[config.mk]
export PLATFORM = sky130hd
export DESIGN_NAME = short_stroke_limit_clamp
export DESIGN_NICKNAME = d
export VERILOG_FILES = /design/src/ssl_pkg.sv /design/src/short_stroke_limit_clamp.sv
export VERILOG_INCLUDE_DIRS = /design/src
export SDC_FILE = /design/constraint.sdc
export NUM_CORES = 1
export LEC_CHECK = 0
export BUFFER_PORTS_ARGS = -buffer_cell sky130_fd_sc_hd__buf_2
export CAP_MARGIN = 20
export CORE_MARGIN = 2
export CORE_UTILIZATION = 57
export CTS_BUF_LIST = sky130_fd_sc_hd__clkbuf_16
export CTS_CLUSTER_DIAMETER = 80
export DETAILED_ROUTE_END_ITERATION = 12
export GPL_TIMING_DRIVEN = 0
export PLACE_DENSITY = 0.95
export SYNTH_ARGS = -nofsm -noshare
export SYNTH_HDL_FRONTEND = slang
export SYNTH_SLANG_ARGS = --single-unit
[constraint.sdc]
create_clock -name MCLK -period 8.7 [get_ports MCLK]
set_clock_uncertainty 0.05 [all_clocks]
set_input_delay 1.74 -clock MCLK [delete_from_list [all_inputs] [get_ports MCLK]]
set_output_delay 1.74 -clock MCLK [all_outputs]
set_load 0.005 [all_outputs]
[src/ssl_params.svh]
`ifndef SSL_PARAMS_SVH
`define SSL_PARAMS_SVH
`define SSL_INPUT_LIMIT_OFS 12'h315
`define SSL_OUTPUT_CLAMP_OFS 12'h316
`define SSL_HARM_SLOT_A 8'h15
`define SSL_HARM_SLOT_B 8'h16
`define SSL_HI_MSB 23
`define SSL_HI_LSB 12
`define SSL_LO_MSB 11
`define SSL_LO_LSB 0
`define SSL_STEP_MSB 11
`define SSL_STEP_LSB 10
`define SSL_MAG_MSB 9
`define SSL_MAG_LSB 0
`define SSL_INPUT_LIMIT_RST 24'hfff000
`define SSL_OUTPUT_CLAMP_RST 24'hfff000
`define SSL_TERMS_SLOT_A 4'h9
`define SSL_TERMS_SLOT_B 4'ha
`endif

[src/ssl_pkg.sv]
package ssl_pkg;
  typedef struct packed {
    logic [11:0] hi;
    logic [11:0] lo;
  } limit_pair_t;
  typedef struct packed {
    logic [11:0] phase;
    logic [1:0] step;
    logic [9:0] magnitude;
  } harm_coeff_t;
  typedef struct packed {
    logic valid;
    logic [7:0] slot;
    harm_coeff_t coeff;
  } harm_load_t;
  typedef enum logic [2:0] {
    ST_IDLE = 3'b001,
    ST_LOAD = 3'b010,
    ST_RUN = 3'b100
  } init_state_t;
endpackage

[src/short_stroke_limit_clamp.sv]
`timescale 1ns/10ps
`include "ssl_params.svh"

module short_stroke_limit_clamp
  import ssl_pkg::*;
#(
  parameter int ANGLE_W = 12,
  parameter int WORD_W = 24
) (
  input wire logic MCLK,
  input wire logic RST_N,
  input wire logic INIT,
  input wire logic CFG_WE,
  input wire logic [11:0] CFG_ADDR,
  input wire logic [WORD_W-1:0] CFG_WDATA,
  output logic [WORD_W-1:0] INPUT_LIMIT_WORD,
  output logic [WORD_W-1:0] OUTPUT_CLAMP_WORD,
  input wire logic SHORT_STROKE_EN,
  input wire logic SEGMENTED_CORR_ON,
  input wire logic HARMONIC_CORR_ON,
  input wire logic [3:0] HARMONIC_TERM_COUNT,
  input wire logic RAW_VALID,
  input wire logic [ANGLE_W-1:0] RAW_ANGLE,
  input wire logic [ANGLE_W-1:0] ZERO_SHIFT,
  output logic SHIFTED_VALID,
  output logic [ANGLE_W-1:0] SHIFTED_ANGLE,
  input wire logic PROC_VALID,
  input wire logic [ANGLE_W-1:0] PROC_ANGLE,
  output logic OUT_VALID,
  output logic [ANGLE_W-1:0] OUT_ANGLE,
  output logic ABOVE_RANGE_FLAG,
  output logic BELOW_RANGE_FLAG,
  input wire logic FLAG_CLEAR,
  output limit_pair_t UPPER_LOWER_LIVE,
  output limit_pair_t CEIL_FLOOR_LIVE,
  output harm_load_t HARM_LOAD,
  output logic INIT_DONE
);

  initial begin
    if (ANGLE_W != 12 || WORD_W != 24) begin
      $error("short_stroke_limit_clamp supports only 12-bit angles in 24-bit words");
    end
  end

  init_state_t state;
  init_state_t next_state;
  logic load_step;
  logic next_load_step;

  logic [11:0] upper_input_limit_live;
  logic [11:0] lower_input_limit_live;
  logic [11:0] output_ceiling_live;
  logic [11:0] output_floor_live;

  wire wr_limit = CFG_WE && (CFG_ADDR == `SSL_INPUT_LIMIT_OFS);
  wire wr_clamp = CFG_WE && (CFG_ADDR == `SSL_OUTPUT_CLAMP_OFS);

  // Coefficient layout replaces the limit layout word by word
  wire coeff_mode = !SEGMENTED_CORR_ON && HARMONIC_CORR_ON;
  wire word_a_coeff = coeff_mode && (HARMONIC_TERM_COUNT > `SSL_TERMS_SLOT_A);
  wire word_b_coeff = coeff_mode && (HARMONIC_TERM_COUNT > `SSL_TERMS_SLOT_B);
  wire limits_active = SHORT_STROKE_EN && !word_a_coeff;
  wire clamps_active = SHORT_STROKE_EN && !word_b_coeff;

  wire [11:0] word_a_hi = INPUT_LIMIT_WORD[`SSL_HI_MSB:`SSL_HI_LSB];
  wire [11:0] word_a_lo = INPUT_LIMIT_WORD[`SSL_LO_MSB:`SSL_LO_LSB];
  wire [11:0] word_b_hi = OUTPUT_CLAMP_WORD[`SSL_HI_MSB:`SSL_HI_LSB];
  wire [11:0] word_b_lo = OUTPUT_CLAMP_WORD[`SSL_LO_MSB:`SSL_LO_LSB];

  harm_coeff_t coeff_a;
  harm_coeff_t coeff_b;
  assign coeff_a.phase = word_a_hi;
  assign coeff_a.step = INPUT_LIMIT_WORD[`SSL_STEP_MSB:`SSL_STEP_LSB];
  assign coeff_a.magnitude = INPUT_LIMIT_WORD[`SSL_MAG_MSB:`SSL_MAG_LSB];
  assign coeff_b.phase = word_b_hi;
  assign coeff_b.step = OUTPUT_CLAMP_WORD[`SSL_STEP_MSB:`SSL_STEP_LSB];
  assign coeff_b.magnitude = OUTPUT_CLAMP_WORD[`SSL_MAG_MSB:`SSL_MAG_LSB];

  // Zero-reference shift always applied, modulo one turn
  wire [11:0] shifted = RAW_ANGLE - ZERO_SHIFT;

  // Zero limits turn the tests off, as software is told to program them
  // The live copy decides, so a stored word written after initialisation has no effect
  wire above = limits_active && (upper_input_limit_live != 12'h000) &&
               (shifted > upper_input_limit_live);
  wire below = limits_active && (lower_input_limit_live != 12'h000) &&
               (shifted < lower_input_limit_live);
  wire [11:0] replaced = above ? output_ceiling_live :
                         below ? output_floor_live : shifted;

  // Codes are in 1/4096 turn; a ceiling of 4096 wraps to 0 in 12 bits, so the
  // ceiling test is skipped when the ceiling field is all zero
  wire ceil_hit = clamps_active && (output_ceiling_live != 12'h000) &&
                  (PROC_ANGLE > output_ceiling_live);
  wire floor_hit = clamps_active && (PROC_ANGLE < output_floor_live);
  wire [11:0] clamped = ceil_hit ? output_ceiling_live :
                        floor_hit ? output_floor_live : PROC_ANGLE;

  wire set_above = RAW_VALID && above;
  wire set_below = RAW_VALID && below;

  always_comb begin
    next_state = state;
    next_load_step = load_step;
    unique case (state)
      ST_IDLE: begin
        if (INIT) begin
          next_state = ST_LOAD;
          next_load_step = 1'b0;
        end
      end
      ST_LOAD: begin
        next_load_step = 1'b1;
        if (load_step) begin
          next_state = ST_RUN;
        end
      end
      ST_RUN: begin
        if (INIT) begin
          next_state = ST_LOAD;
          next_load_step = 1'b0;
        end
      end
    endcase
  end

  always_ff @(posedge MCLK) begin
    if (!RST_N) begin
      state <= ST_IDLE;
      load_step <= 1'b0;
    end else begin
      state <= next_state;
      load_step <= next_load_step;
    end
  end

  // Stored words: writes land here, the live copies follow on initialisation
  always_ff @(posedge MCLK) begin
    if (!RST_N) begin
      INPUT_LIMIT_WORD <= `SSL_INPUT_LIMIT_RST;
      OUTPUT_CLAMP_WORD <= `SSL_OUTPUT_CLAMP_RST;
    end else begin
      if (wr_limit) begin
        INPUT_LIMIT_WORD <= CFG_WDATA;
      end
      if (wr_clamp) begin
        OUTPUT_CLAMP_WORD <= CFG_WDATA;
      end
    end
  end

  always_ff @(posedge MCLK) begin
    if (!RST_N) begin
      upper_input_limit_live <= 12'h000;
      lower_input_limit_live <= 12'h000;
      output_ceiling_live <= 12'h000;
      output_floor_live <= 12'h000;
    end else if (state == ST_LOAD && !load_step) begin
      upper_input_limit_live <= word_a_hi;
      lower_input_limit_live <= word_a_lo;
      output_ceiling_live <= word_b_hi;
      output_floor_live <= word_b_lo;
    end
  end

  // One coefficient slot per load cycle: word A first, then word B
  always_ff @(posedge MCLK) begin
    if (!RST_N) begin
      HARM_LOAD <= '0;
    end else if (state == ST_LOAD) begin
      HARM_LOAD.valid <= load_step ? word_b_coeff : word_a_coeff;
      HARM_LOAD.slot <= load_step ? `SSL_HARM_SLOT_B : `SSL_HARM_SLOT_A;
      HARM_LOAD.coeff <= load_step ? coeff_b : coeff_a;
    end else begin
      HARM_LOAD.valid <= 1'b0;
    end
  end

  always_ff @(posedge MCLK) begin
    if (!RST_N) begin
      INIT_DONE <= 1'b0;
      UPPER_LOWER_LIVE <= '0;
      CEIL_FLOOR_LIVE <= '0;
    end else begin
      INIT_DONE <= (state == ST_RUN);
      UPPER_LOWER_LIVE <= {upper_input_limit_live, lower_input_limit_live};
      CEIL_FLOOR_LIVE <= {output_ceiling_live, output_floor_live};
    end
  end

  // Flags are sticky; a new error in the clear cycle keeps the flag set
  always_ff @(posedge MCLK) begin
    if (!RST_N) begin
      ABOVE_RANGE_FLAG <= 1'b0;
      BELOW_RANGE_FLAG <= 1'b0;
    end else begin
      ABOVE_RANGE_FLAG <= set_above || (ABOVE_RANGE_FLAG && !FLAG_CLEAR);
      BELOW_RANGE_FLAG <= set_below || (BELOW_RANGE_FLAG && !FLAG_CLEAR);
    end
  end

  always_ff @(posedge MCLK) begin
    if (!RST_N) begin
      SHIFTED_VALID <= 1'b0;
      SHIFTED_ANGLE <= 12'h000;
      OUT_VALID <= 1'b0;
      OUT_ANGLE <= 12'h000;
    end else begin
      SHIFTED_VALID <= RAW_VALID;
      SHIFTED_ANGLE <= replaced;
      OUT_VALID <= PROC_VALID;
      OUT_ANGLE <= clamped;
    end
  end

endmodule

==> flow_summary.yaml <==
clock_tree:
  clkSinkCount: 205
  cts_resized: 0
  numCtsBuffers: 21
  clk_pin_slew_ps: 60
  htreeDepth: 1
  cts_buffer_depth: 3
  cts_root_buffer: "clkbuf_16"
  ctsHoldBuffers: 0
  insertion_delay_ps: 510
  cts_setup_buffers: 0
  cts_tree: "yes"
final_layout:
  nets: 1341
  areaGrowthSynthToFinish_pct: 23.8
  diodes: 0
  drive_gt1_share_pct: 24.9
  final_cell_area_um2: 11200
setup_path:
  start_kind: "primary input"
  path_max_fanout: 10
  crit_family: "compound AO/OA/AOI/OAI gates"
  critPathMaxStageDelay_ps: 510
  worstSetupPathType: "primary input to register"
  arrival_ps: 5390
  crit_buf_inv: 3
  required_ps: 9060
  crit_chain: "buf_2, inv_1, ha_1, and2b_1, o2111ai_1, nand2_1, or4_1, and2_1, ha_1, a21o_1, a21o_1, a2111oi_2, o21ai_1, buf_2, mux2i_1, a21oi_1"
  slowest_stage: "or4_1"
  crit_path_end_kind: "register"
job:
  drv_cap: 0
synth:
  yosysMostFrequentCell: "dfxtp_1"
  synthTopCellsByArea: "dfxtp_1 (45%), mux2i_1 (8.8%), ha_1 (7.9%), a22o_1 (4.6%), and2_1 (3.5%)"
  syn_area_per_cell_um2: 9.74
  async_flop_share_pct: 0
  ys_ff_latch: 205
  synth_top_area_cell: "dfxtp_1"
  synth_ff_type: "dfxtp_1"
  synth_edf_count: 0
  yosysUniqueCellTypes: 60
  synth_warnings: 0
  yosysSeqAreaShare_pct: 45.2
  synthesis.instances: 932
  yosysTopAreaCellShare_pct: 45.2
  ys_top_cells_by_count: "dfxtp_1 (205), mux2i_1 (80), nand2_1 (75)"
  syn_area_um2: 9080
worst_hold_path:
  min_path_type: "register to register"
power_and_ir_drop:
  powerDensity_nw_per_um2: 194
  vdd_drop_max_mv: 0.163
  p_leak_uw: 0.00565
floorplanning:
  die-area_um2: 17000
  rows: 46
  ios: 244
  start_util_pct: 57.8
  die_y_um: 130
  core-area_um2: 15700
  die_x_um: 130
grt:
  track_usage_pct: 32.0
  grt-ovfl-total: 0
  grt_max_degree: 17
  grt_pass1_wl_um: 42100
  antenna_found_initial: 1
  grt_pass1_vias: 8021
sta:
  setup_viol: 0
  max_freq_mhz: 199
  finalSetupTns_ps: 0
  slew_headroom_pct: 52.6
  period_needed_ps: 5030
  tightest_slew_ps: 711
  fin_crit_sh_pct: 57.8
  hold_violations: 0
  drv_slew: 0
  rsz0062_at_grt: "false"
route:
  finalWirelength_um: 27800
  wl_per_cell_um: 19.5
  ant_nets: 0
  drtPass1Iterations: 5
  drt-initial-drc-count: 886
  vias_per_cell: 5.73
  num_vias: 8186
  drc_errors: 0
outcome:
  outcome: "finished, final reports clean"
place:
  routabilityCongestion: 0.922
  post_dp_cell_area_um2: 10600
  place_hpwl_um: 20900
  portBuffers: 239
==> where the power goes <==
group          switching, uW  total, uW  internal [uW]
logic                    170        299            129
clock network            388        896            509
registers               17.7        987            970
==> cells by family (layout without fill, tap and decap cells) <==
kind of cell	count (synthesis)	count (layout)	share of synthesized area [%]
AND/OR/NAND/NOR	250	250	14.8
flip-flops	205	205	45.2
XOR/XNOR	7	7	0.675
AO/OA/AOI/OAI	209	209	16.7
adder cells (fa/ha/maj)	58	58	8.08
buffers and inverters	122	399	5.69
multiplexers	80	80	8.82
other	1	4	0.0413
==> metal layers <==
layer / vias to the layer above / track usage (%) / wire, um
met4: 0 / 11.7 / 1100
met2: 453 / 55.3 / 13200
li1: 3814 / - / -
met5: - / 0 / 0
met1: 3827 / 40.0 / 11100
met3: 92 / 6.07 / 2410
==> flip-flops by register name (all words and copies together) (netlist names) <==
name,cells
ABOVE_RANGE_FLAG,1
BELOW_RANGE_FLAG,1
CEIL_FLOOR_LIVE,24
HARM_LOAD,28
INIT_DONE,1
INPUT_LIMIT_WORD,24
OUTPUT_CLAMP_WORD,24
OUT_ANGLE,12
OUT_VALID,1
SHIFTED_ANGLE,12
SHIFTED_VALID,1
UPPER_LOWER_LIVE,24
load_step,1
lower_input_limit_live,12
output_ceiling_live,12
output_floor_live,12
state,3
upper_input_limit_live,12
==> worst paths after layout <==
path                           end  slack (ps)  cells after the start                    start
setup reg to reg      OUT_ANGLE[0]        6060                      8  output_ceiling_live[10]
hold reg to reg      HARM_LOAD[25]         430                      1            HARM_LOAD[25]
hold / removal       HARM_LOAD[25]         430                      1            HARM_LOAD[25]
setup / recovery  SHIFTED_ANGLE[6]        3670                     16            ZERO_SHIFT[1]
==> area by class of cell <==
type / count / area (um^2)
Multi-Input combinational cell: 608 / 4470
Sequential cell: 205 / 4100
Tap cell: 216 / 270
Clock inverter: 17 / 159
Buffer: 57 / 273
Inverter: 65 / 244
Timing Repair Buffer: 239 / 1200
Clock buffer: 21 / 526
Fill cell: 1161 / 4470
==> through the flow <==
step                      cells  power, uW  utilization, %  hold slack, ps  setup WS [ps]
after floorplan             935       1190               -             404           3800
after global placement     1390       1290            67.2             393           3350
after detailed placement   1390       1300            67.2             402           3190
after CTS                  1428       2180            71.5             428           3700
after global routing       1428       2260            71.5             456           3530
final                      1428       2180            71.5             433           3670
==> placed cells by master, fill, tap and decap left out, types with 10 or more instances in the layout <==
master	count
mux2i_1	80
nor3_1	20
o211a_1	25
and2_1	51
clkbuf_1	36
a22o_1	48
nor2b_1	32
nand2_1	75
buf_2	250
nor2_1	15
dfxtp_1	205
ha_1	57
inv_1	67
o21a_1	11
clkbuf_16	21
o21ai_0	28
nor4_1	10
nand3_1	11
a21oi_1	50
Note: power is estimated with default switching activity, not from simulation.
